$ cat src/hw/pwg_defines.svh
/*
  Register offsets, field positions, reset values and timing counts of the
  generator. Assumes inclusion by bare name from files that need them.
*/
`ifndef PWG_DEFINES_SVH
`define PWG_DEFINES_SVH
`define PWG_OFF_CTRL 12'h000
`define PWG_OFF_PDUTY 12'h004
`define PWG_OFF_SDUTY 12'h008
`define PWG_OFF_LPER 12'h00C
`define PWG_OFF_STAT 12'h010
`define PWG_CTRL_WMASK 16'h1FEF
`define PWG_CTRL_RST 16'h0000
`define PWG_BIT_FLT_ST 15
`define PWG_BIT_CL_ST 14
`define PWG_BIT_TRG_ST 13
`define PWG_BIT_FLT_EN 12
`define PWG_BIT_CL_EN 11
`define PWG_BIT_TRG_EN 10
`define PWG_DT_COMP 2'h3
`define PWG_DT_OFF 2'h2
`define PWG_DT_NEG 2'h1
`define PWG_DT_POS 2'h0
`define PWG_MODE_COMPL 2'h0
`define PWG_MODE_REDUN 2'h1
`define PWG_MODE_PUSH 2'h2
`define PWG_MODE_INDEP 2'h3
`define PWG_MIN_PULSE 17'h00008
`define PWG_CAM_MASK 16'hFFF8
`define PWG_CLK_MHZ 25
`define PWG_EDGE_WIN_NS 40
`define PWG_EDGE_WIN_CYC ((`PWG_EDGE_WIN_NS * `PWG_CLK_MHZ) / 1000)
`define PWG_RESP_OK 2'h0
`define PWG_RESP_DECERR 2'h3
`endif

$ cat src/hw/pwg_pkg.sv
/*
  Types of the PWM generator control block: control register layout and
  register selector. Assumes the defines header for numeric constants.
*/
package pwg_pkg;
  typedef struct packed {
    logic flt_st;
    logic cl_st;
    logic trg_st;
    logic flt_en;
    logic cl_en;
    logic trg_en;
    logic independent_period_select;
    logic shared_duty_select;
    logic [1:0] dead_time_control_field;
    logic compensation_polarity;
    logic unimpl;
    logic secondary_base_select;
    logic center_aligned_select;
    logic external_period_reset_enable;
    logic immediate_update_enable;
  } pwg_ctrl_t;

  typedef enum logic [2:0] {
    SEL_CTRL,
    SEL_PDUTY,
    SEL_SDUTY,
    SEL_LPER,
    SEL_STAT,
    SEL_NONE
  } pwg_sel_t;
endpackage

$ cat src/hw/pwg_gen.sv
/*
  One PWM generator: control/duty registers behind an AXI4-Lite slave,
  local or master time base, duty compare, dead time and output steering.
  Assumes all inputs synchronous to CLK_SYS; master counts come from an
  external time base; event inputs are one-cycle pulses.
*/
// Chosen here: the register addresses and the AXI4-Lite slave port.
`timescale 1ns/1ps
`include "pwg_defines.svh"
module pwg_gen #(
  parameter bit SEC_TB_PRESENT = 1'b1
) (
  input wire logic CLK_SYS,
  input wire logic ARST_N,
  input wire logic [11:0] S_AXI_AWADDR,
  input wire logic S_AXI_AWVALID,
  output logic S_AXI_AWREADY,
  input wire logic [31:0] S_AXI_WDATA,
  input wire logic [3:0] S_AXI_WSTRB,
  input wire logic S_AXI_WVALID,
  output logic S_AXI_WREADY,
  output logic [1:0] S_AXI_BRESP,
  output logic S_AXI_BVALID,
  input wire logic S_AXI_BREADY,
  input wire logic [11:0] S_AXI_ARADDR,
  input wire logic S_AXI_ARVALID,
  output logic S_AXI_ARREADY,
  output logic [31:0] S_AXI_RDATA,
  output logic [1:0] S_AXI_RRESP,
  output logic S_AXI_RVALID,
  input wire logic S_AXI_RREADY,
  input wire logic [15:0] PRI_TB_COUNT,
  input wire logic [15:0] SEC_TB_COUNT,
  input wire logic [15:0] MASTER_PERIOD_VALUE,
  input wire logic [15:0] SHARED_DUTY_VALUE,
  input wire logic [1:0] OUT_MODE,
  input wire logic [13:0] DEAD_TIME,
  input wire logic COMPENSATION_INPUT,
  input wire logic FAULT_EVT,
  input wire logic CL_EVT,
  input wire logic TRIG_EVT,
  output logic HIGH_OUTPUT,
  output logic LOW_OUTPUT,
  output logic FAULT_IRQ,
  output logic CL_IRQ,
  output logic TRIG_IRQ
);

  function automatic pwg_pkg::pwg_sel_t reg_sel(input logic [11:0] addr);
    if (addr == `PWG_OFF_CTRL) return pwg_pkg::SEL_CTRL;
    else if (addr == `PWG_OFF_PDUTY) return pwg_pkg::SEL_PDUTY;
    else if (addr == `PWG_OFF_SDUTY) return pwg_pkg::SEL_SDUTY;
    else if (addr == `PWG_OFF_LPER) return pwg_pkg::SEL_LPER;
    else if (addr == `PWG_OFF_STAT) return pwg_pkg::SEL_STAT;
    else return pwg_pkg::SEL_NONE;
  endfunction

  function automatic logic [15:0] merge16(input logic [15:0] old, input logic [31:0] d,
                                          input logic [3:0] strb);
    logic [15:0] r;
    r = old;
    if (strb[0]) r[7:0] = d[7:0];
    if (strb[1]) r[15:8] = d[15:8];
    return r;
  endfunction

  pwg_pkg::pwg_ctrl_t ctrl_reg;
  logic [15:0] pduty_reg;
  logic [15:0] sduty_reg;
  logic [15:0] lper_reg;
  logic aw_full_reg;
  logic [11:0] aw_addr_reg;
  logic w_full_reg;
  logic [31:0] w_data_reg;
  logic [3:0] w_strb_reg;
  logic [15:0] cnt_reg;
  logic down_reg;
  logic pp_phase_reg;
  logic [15:0] act_h_reg;
  logic [15:0] act_l_reg;

  logic wr_do;
  pwg_pkg::pwg_sel_t wr_sel;
  pwg_pkg::pwg_ctrl_t wr_ctrl;
  assign wr_do = aw_full_reg & w_full_reg & ~S_AXI_BVALID;
  assign wr_sel = reg_sel(aw_addr_reg);
  assign wr_ctrl = pwg_pkg::pwg_ctrl_t'(merge16(ctrl_reg, w_data_reg, w_strb_reg));

  // write channel: address and data taken in either order, answer after both
  always_ff @(posedge CLK_SYS or negedge ARST_N) begin
    if (!ARST_N) begin
      S_AXI_AWREADY <= 1'b1;
      S_AXI_WREADY <= 1'b1;
      S_AXI_BVALID <= 1'b0;
      S_AXI_BRESP <= `PWG_RESP_OK;
      aw_full_reg <= 1'b0;
      aw_addr_reg <= 12'h000;
      w_full_reg <= 1'b0;
      w_data_reg <= 32'h0000_0000;
      w_strb_reg <= 4'h0;
    end else begin
      if (S_AXI_AWVALID && S_AXI_AWREADY) begin
        aw_full_reg <= 1'b1;
        aw_addr_reg <= S_AXI_AWADDR;
        S_AXI_AWREADY <= 1'b0;
      end
      if (S_AXI_WVALID && S_AXI_WREADY) begin
        w_full_reg <= 1'b1;
        w_data_reg <= S_AXI_WDATA;
        w_strb_reg <= S_AXI_WSTRB;
        S_AXI_WREADY <= 1'b0;
      end
      if (wr_do) begin
        aw_full_reg <= 1'b0;
        w_full_reg <= 1'b0;
        S_AXI_BVALID <= 1'b1;
        S_AXI_BRESP <= (wr_sel == pwg_pkg::SEL_NONE) ? `PWG_RESP_DECERR : `PWG_RESP_OK;
      end
      if (S_AXI_BVALID && S_AXI_BREADY) begin
        S_AXI_BVALID <= 1'b0;
        S_AXI_AWREADY <= 1'b1;
        S_AXI_WREADY <= 1'b1;
      end
    end
  end

  // set wins over the clear so an event landing on the disabling write is kept
  always_ff @(posedge CLK_SYS or negedge ARST_N) begin
    if (!ARST_N) begin
      ctrl_reg <= pwg_pkg::pwg_ctrl_t'(`PWG_CTRL_RST);
    end else begin
      if (wr_do && wr_sel == pwg_pkg::SEL_CTRL) begin
        ctrl_reg <= pwg_pkg::pwg_ctrl_t'((wr_ctrl & `PWG_CTRL_WMASK) |
                                         (ctrl_reg & ~`PWG_CTRL_WMASK));
        if (!wr_ctrl.flt_en) ctrl_reg.flt_st <= 1'b0;
        if (!wr_ctrl.cl_en) ctrl_reg.cl_st <= 1'b0;
        if (!wr_ctrl.trg_en) ctrl_reg.trg_st <= 1'b0;
        ctrl_reg.unimpl <= 1'b0;
      end
      if (FAULT_EVT) ctrl_reg.flt_st <= 1'b1;
      if (CL_EVT) ctrl_reg.cl_st <= 1'b1;
      if (TRIG_EVT) ctrl_reg.trg_st <= 1'b1;
    end
  end

  always_ff @(posedge CLK_SYS or negedge ARST_N) begin
    if (!ARST_N) begin
      pduty_reg <= 16'h0000;
      sduty_reg <= 16'h0000;
      lper_reg <= 16'h0000;
    end else if (wr_do) begin
      if (wr_sel == pwg_pkg::SEL_PDUTY) pduty_reg <= merge16(pduty_reg, w_data_reg, w_strb_reg);
      else if (wr_sel == pwg_pkg::SEL_SDUTY) sduty_reg <= merge16(sduty_reg, w_data_reg, w_strb_reg);
      else if (wr_sel == pwg_pkg::SEL_LPER) lper_reg <= merge16(lper_reg, w_data_reg, w_strb_reg);
    end
  end

  // interrupt requests: one-cycle pulse per event while its enable is set
  always_ff @(posedge CLK_SYS or negedge ARST_N) begin
    if (!ARST_N) begin
      FAULT_IRQ <= 1'b0;
      CL_IRQ <= 1'b0;
      TRIG_IRQ <= 1'b0;
    end else begin
      FAULT_IRQ <= FAULT_EVT & ctrl_reg.flt_en;
      CL_IRQ <= CL_EVT & ctrl_reg.cl_en;
      TRIG_IRQ <= TRIG_EVT & ctrl_reg.trg_en;
    end
  end

  // time base selection
  logic center;
  logic [15:0] lmask;
  logic [15:0] period;
  logic [15:0] master_cnt;
  logic [15:0] cnt;
  logic per_start;
  logic ext_rst;
  assign center = ctrl_reg.independent_period_select & ctrl_reg.center_aligned_select;
  assign lmask = center ? `PWG_CAM_MASK : 16'hFFFF;
  assign master_cnt = (ctrl_reg.secondary_base_select && SEC_TB_PRESENT) ? SEC_TB_COUNT : PRI_TB_COUNT;
  assign period = ctrl_reg.independent_period_select ? (lper_reg & lmask) : MASTER_PERIOD_VALUE;
  assign cnt = ctrl_reg.independent_period_select ? cnt_reg : master_cnt;
  assign per_start = (cnt == 16'h0000);
  // only the local base is restarted; the master count belongs to the shared base
  assign ext_rst = ctrl_reg.independent_period_select & ctrl_reg.external_period_reset_enable & CL_EVT;

  // local counter; in center mode it runs up to the period and back down
  // an edge-aligned local period spans the period value plus one clocks,
  // so software writes one less than the wanted length
  always_ff @(posedge CLK_SYS or negedge ARST_N) begin
    if (!ARST_N) begin
      cnt_reg <= 16'h0000;
      down_reg <= 1'b0;
    end else if (!ctrl_reg.independent_period_select || ext_rst) begin
      cnt_reg <= 16'h0000;
      down_reg <= 1'b0;
    end else if (center) begin
      if (!down_reg) begin
        if (cnt_reg >= period) down_reg <= 1'b1;
        else cnt_reg <= cnt_reg + 16'h0001;
      end else begin
        if (cnt_reg == 16'h0000) down_reg <= 1'b0;
        else cnt_reg <= cnt_reg - 16'h0001;
      end
    end else begin
      down_reg <= 1'b0;
      cnt_reg <= (cnt_reg >= period) ? 16'h0000 : cnt_reg + 16'h0001;
    end
  end

  // duty source and limits
  logic [15:0] src_h;
  logic [15:0] src_l;
  assign src_h = ctrl_reg.shared_duty_select ? SHARED_DUTY_VALUE : pduty_reg;
  assign src_l = ctrl_reg.shared_duty_select ? SHARED_DUTY_VALUE : sduty_reg;

  // below the shortest pulse gives no pulse, beyond the longest gives full on
  function automatic logic [16:0] limit_duty(input logic [15:0] d, input logic [15:0] p,
                                             input logic [15:0] m);
    logic [16:0] dm;
    logic [16:0] win;
    dm = {1'b0, d & m};
    win = 17'(`PWG_EDGE_WIN_CYC) << 3;
    if (dm < win || dm + win > {1'b0, p}) dm = {dm[16:3], 3'b000};
    if (dm < `PWG_MIN_PULSE) return 17'h00000;
    if (dm + `PWG_MIN_PULSE > {1'b0, p}) return {1'b0, p} + 17'h00001;
    return dm;
  endfunction

  // dead-time shifts saturate at the period end
  function automatic logic [16:0] sat_add(input logic [16:0] a, input logic [16:0] b,
                                          input logic [15:0] p);
    if (a + b > {1'b0, p}) return {1'b0, p};
    return a + b;
  endfunction

  // and at zero, so a short duty never wraps to a long one
  function automatic logic [16:0] sat_sub(input logic [16:0] a, input logic [16:0] b);
    if (a > b) return a - b;
    return 17'h00000;
  endfunction

  // active duty copies: immediate or reloaded at the start of each period
  always_ff @(posedge CLK_SYS or negedge ARST_N) begin
    if (!ARST_N) begin
      act_h_reg <= 16'h0000;
      act_l_reg <= 16'h0000;
    end else if (ctrl_reg.immediate_update_enable || per_start) begin
      act_h_reg <= src_h;
      act_l_reg <= src_l;
    end
  end

  // push-pull hands the pulse to the other output once per period
  always_ff @(posedge CLK_SYS or negedge ARST_N) begin
    if (!ARST_N) pp_phase_reg <= 1'b0;
    else if (per_start && !down_reg) pp_phase_reg <= ~pp_phase_reg;
  end

  // compare and dead time
  logic [16:0] dh;
  logic [16:0] dl;
  logic [16:0] dt;
  logic [16:0] c;
  logic indep;
  logic raw_h;
  logic raw_l;
  logic h_next;
  logic l_next;
  assign indep = (OUT_MODE == `PWG_MODE_INDEP);
  assign c = {1'b0, cnt};

  always_comb begin
    dt = {3'b000, DEAD_TIME} & {1'b1, lmask};
    dh = limit_duty(act_h_reg, period, lmask);
    dl = indep ? limit_duty(act_l_reg, period, lmask) : dh;
    raw_h = 1'b0;
    raw_l = 1'b0;
    case (ctrl_reg.dead_time_control_field)
      `PWG_DT_COMP: begin
        // polarity with the input level picks which side gains the dead time
        if (ctrl_reg.compensation_polarity ^ COMPENSATION_INPUT) begin
          dh = sat_add(dh, dt, period);
          // a paired low runs from its edge to the period end: a later edge shortens it
          dl = indep ? sat_sub(dl, dt) : sat_add(dl, dt, period);
        end else begin
          dh = sat_sub(dh, dt);
          dl = indep ? sat_add(dl, dt, period) : sat_sub(dl, dt);
        end
        raw_h = c < dh;
        raw_l = indep ? (c < dl) : (c >= dl);
      end
      `PWG_DT_OFF: begin
        raw_h = c < dh;
        raw_l = indep ? (c < dl) : (c >= dl);
      end
      `PWG_DT_NEG: begin
        // overlap only makes sense for complementary pairs
        if (OUT_MODE == `PWG_MODE_COMPL) begin
          raw_h = c < dh + dt;
          raw_l = (c + dt >= dl);
        end else begin
          raw_h = c < dh;
          raw_l = indep ? (c < dl) : (c >= dl);
        end
      end
      default: begin
        raw_h = (c >= dt) && (c < dh);
        raw_l = indep ? ((c >= dt) && (c < dl)) : (c >= dl + dt);
      end
    endcase
    case (OUT_MODE)
      `PWG_MODE_COMPL: begin
        h_next = raw_h;
        l_next = raw_l;
      end
      `PWG_MODE_REDUN: begin
        h_next = raw_h;
        l_next = raw_h;
      end
      `PWG_MODE_PUSH: begin
        h_next = raw_h & ~pp_phase_reg;
        l_next = raw_h & pp_phase_reg;
      end
      default: begin
        h_next = raw_h;
        l_next = raw_l;
      end
    endcase
  end

  always_ff @(posedge CLK_SYS or negedge ARST_N) begin
    if (!ARST_N) begin
      HIGH_OUTPUT <= 1'b0;
      LOW_OUTPUT <= 1'b0;
    end else begin
      HIGH_OUTPUT <= h_next;
      LOW_OUTPUT <= l_next;
    end
  end

  // read channel: one answer per address, data one cycle after the handshake
  logic [15:0] rd_val;
  pwg_pkg::pwg_sel_t rd_sel;
  // the status word is the selected count, so software can see period restarts
  assign rd_sel = reg_sel(S_AXI_ARADDR);
  always_comb begin
    if (rd_sel == pwg_pkg::SEL_CTRL) rd_val = ctrl_reg & 16'hFFEF;
    else if (rd_sel == pwg_pkg::SEL_PDUTY) rd_val = pduty_reg;
    else if (rd_sel == pwg_pkg::SEL_SDUTY) rd_val = sduty_reg;
    else if (rd_sel == pwg_pkg::SEL_LPER) rd_val = lper_reg;
    else if (rd_sel == pwg_pkg::SEL_STAT) rd_val = cnt;
    else rd_val = 16'h0000;
  end

  always_ff @(posedge CLK_SYS or negedge ARST_N) begin
    if (!ARST_N) begin
      S_AXI_ARREADY <= 1'b1;
      S_AXI_RVALID <= 1'b0;
      S_AXI_RDATA <= 32'h0000_0000;
      S_AXI_RRESP <= `PWG_RESP_OK;
    end else if (S_AXI_ARVALID && S_AXI_ARREADY) begin
      S_AXI_ARREADY <= 1'b0;
      S_AXI_RVALID <= 1'b1;
      S_AXI_RDATA <= {16'h0000, rd_val};
      S_AXI_RRESP <= (rd_sel == pwg_pkg::SEL_NONE) ? `PWG_RESP_DECERR : `PWG_RESP_OK;
    end else if (S_AXI_RVALID && S_AXI_RREADY) begin
      S_AXI_RVALID <= 1'b0;
      S_AXI_ARREADY <= 1'b1;
    end
  end

endmodule // pwg_gen

$ cat config.mk
export PLATFORM = sky130hd
export DESIGN_NAME = pwg_gen
export DESIGN_NICKNAME = d
export VERILOG_FILES = /design/src/hw/pwg_pkg.sv /design/src/hw/pwg_gen.sv
export VERILOG_INCLUDE_DIRS = /design/src /design/src/hw
export SDC_FILE = /design/constraint.sdc
export NUM_CORES = 1
export LEC_CHECK = 0
export ABC_CLOCK_PERIOD_IN_PS = 14600
export BUFFER_PORTS_ARGS = -buffer_cell sky130_fd_sc_hd__buf_4
export CAP_MARGIN = 30
export CORE_ASPECT_RATIO = 1.1
export CORE_MARGIN = 3
export CORE_UTILIZATION = 40
export CTS_CLUSTER_DIAMETER = 40
export DETAILED_ROUTE_END_ITERATION = 12
export GPL_TIMING_DRIVEN = 0
export PLACE_DENSITY_LB_ADDON = 0.3
export SYNTH_ARGS = -nofsm -noshare
export SYNTH_HDL_FRONTEND = slang
export SYNTH_SLANG_ARGS = --single-unit
$ cat constraint.sdc
create_clock -name CLK_SYS -period 14.6 [get_ports CLK_SYS]
set_clock_uncertainty 0.15 [all_clocks]
set_input_delay 1.46 -clock CLK_SYS [delete_from_list [all_inputs] [get_ports CLK_SYS]]
set_output_delay 1.46 -clock CLK_SYS [all_outputs]
set_load 0.005 [all_outputs]
==> summary.txt <==
status - completed
sequential-to-total area share from yosys stat - 0.219
Post-DP HPWL - 61200 µm
CTS tree - done
Rows - 84
final slew viol count - 0
First-pass DRT Iterations - 8
Yosys cell types - 99
Placed Cells - 3185
max-cap violations - 0
unrepaired setup endpoints after global routing - no
clock tree buffer depth - 2
H-Tree Depth - 4
total negative slack - 0 ps
antenna viol nets, final - 0
worst stage delay on the critical path - 620 ps
Reg2Reg Depth - 57
Worst Hold End - S_AXI_RDATA[4]
multi-input combinational cell area - 14500 µm²
commonest non-fill, non-tap cell in the layout - ha_1
fin nets - 3001
reg2reg end - LOW_OUTPUT
Util after Layout - 0.472
fmax - 0.0714 GHz
starting DRC count in detailed routing - 1975
Clock Sinks - 173
ys async rst share - 1.00
layout cells sized above 1 - 0.159
R2R Setup Slk - 590 ps
Crit path arrival time - 14200 ps
VDD IR max - 90.5 µV
pwr dens - 145 nW/µm²
Fin. Hold Viols - 0
Syn-to-layout area delta - 15.5%
Worst Tran Pin Value - 983 ps
vias in the first global route - 18986
Crit path top cell by count - ha_1
Antenna Cells - 0
CP Launch Type - flop
Worst-Skew Late Latency - 450 ps
register area - 4330 µm²
chip height - 239 µm
initial core utilization - 0.409
DR DRC count - 0
Mapped Cells - 2347
slowest CP cell - mux2i_2
vias - 19528
syn avg cell area - 8.42 µm²
Clock Power Share - 0.142
Sw Ratio - 0.494
RD Place Congestion - 1.09
Hold WC Path Type - reg -> reg
crit share post-route - 0.959
Comb pwr share - 0.648
GR Overflow Total - 0
#FFs+latches synth - 173
Top Ports - 197
Hold Startpoint - S_AXI_RDATA[4]
WHS - 339 ps
part of the power in registers - 0.210
Die ar. - 52100 µm²
CTS clk-pin slew, worst paths - 80 ps
CP delay by family, top - compound AO/OA/AOI/OAI gates
largest net degree at the start of global routing - 109
worst slack, placed - -980 ps
GRT Total Usage - 0.282
CTS Buf Count - 17
slew margin rel. - 0.342
clock root cell - clkbuf_16
port bufs - 162
Via density - 6.07
first-pass GRT wire length - 112000 µm
main flop type after synthesis - dfrtp_1
Power Internal - 1.67 mW
initial antenna violation count - 1
final setup violation count - 0
Power Total - 3.30 mW
Worst Path Buf+Inv - 9
min Tclk post-route - 14010 ps
Post-Layout Inst Area - 22800 µm²
Core Box Area - 48300 µm²
Area after DPL - 22100 µm²
drt total wl - 76100 µm
FILL cells - 4686
EDFF count, synth - 0
crit path max fanout - 19
hold path depth - 2
Worst Path Required - 14790 ps
Leakage - 10.4 nW
Final WS setup - 592 ps
commonest cells after routing, fill and taps aside - ha_1 (285), a21oi_1 (185), buf_4 (185), nor2_1 (173), dfrtp_1 (170)
die span in x - 218 µm
hold buffers post-CTS - 0
Final Non-Filler Cells - 3218
Post-Syn Area - 19800 µm²
worst setup path category - reg -> reg
Avg WL per Cell - 23.6 µm
sw power - 1.63 mW
YS warnings - 0
critical path endpoint category - flop
[power by group through the flow]
stage	registers, mW	clock network (mW)	logic (mW)
floorplan	0.640	0	1.49
global placement	0.689	0	1.98
detailed placement	0.695	0	2.06
CTS	0.687	0.471	2.07
global route	0.702	0.491	2.35
finish	0.693	0.468	2.14
[layer usage]
layer | global-route usage | part of all wire
met2 | 0.467 | 0.46
met1 | 0.350 | 0.40
met4 | 0.152 | 0.061
met5 | 0 | 0.00017
met3 | 0.0505 | 0.080
[area by class of cell]
| type | instances | share of cell area |
|---|---|---|
| repair buffers | 180 | 0.0628 |
| clock inverters | 14 | 0.00757 |
| multi-input cells | 1909 | 0.635 |
| plain buffers | 125 | 0.0256 |
| well taps | 645 | 0.0354 |
| clock buffers | 18 | 0.0188 |
| inverters | 154 | 0.0253 |
| flip-flops and latches | 173 | 0.190 |
[worst max path at each step]
stage / from / endpoint / cells after the start
6_report: flop / LOW_OUTPUT / 57
5_1_grt: flop / LOW_OUTPUT / 61
2_1_floorplan: flop / LOW_OUTPUT / 58
4_1_cts: flop / LOW_OUTPUT / 58
3_3_place_gp: flop / LOW_OUTPUT / 58
3_5_place_dp: flop / LOW_OUTPUT / 59
[what timing repair did]
action	in CTS	in global routing
endpoints found under the setup margin	2	2
resized for setup	5	18
setup buffers	0	1
pin swaps	0	1
[cells in the mapped netlist, types with 52 or more instances]
| library cell | count | area share |
|---|---|---|
| ha_1 | 285 | 0.18 |
| a21oi_1 | 186 | 0.047 |
| nor2_1 | 173 | 0.033 |
| dfrtp_1 | 170 | 0.22 |
| nand2_1 | 164 | 0.031 |
| inv_1 | 150 | 0.029 |
| mux2i_1 | 104 | 0.053 |
| mux2_2 | 102 | 0.058 |
| clkbuf_1 | 87 | 0.017 |
| o21ai_0 | 85 | 0.022 |
| xnor2_1 | 74 | 0.033 |
| nand3_1 | 53 | 0.013 |
| nor2b_1 | 52 | 0.016 |
[tightest hold or removal path, cell delays in order, from the launching register on]
cell	delay, ps
dfrtp_1	350
nand2_1	50
o21ai_0	60
[cells by family (layout without fill, tap and decap cells)]
| group | after synthesis | in the layout | synth area share |
|---|---|---|---|
| buf+inv | 280 | 491 | 0.0586 |
| simple gates | 706 | 706 | 0.181 |
| mux | 209 | 209 | 0.113 |
| other cells | 1 | 16 | 0.000190 |
| compound gates | 579 | 579 | 0.195 |
| xor+xnor | 107 | 107 | 0.0474 |
| fa+ha+maj | 292 | 292 | 0.187 |
| flops | 173 | 173 | 0.219 |
Power figures use the tool's default switching activity.
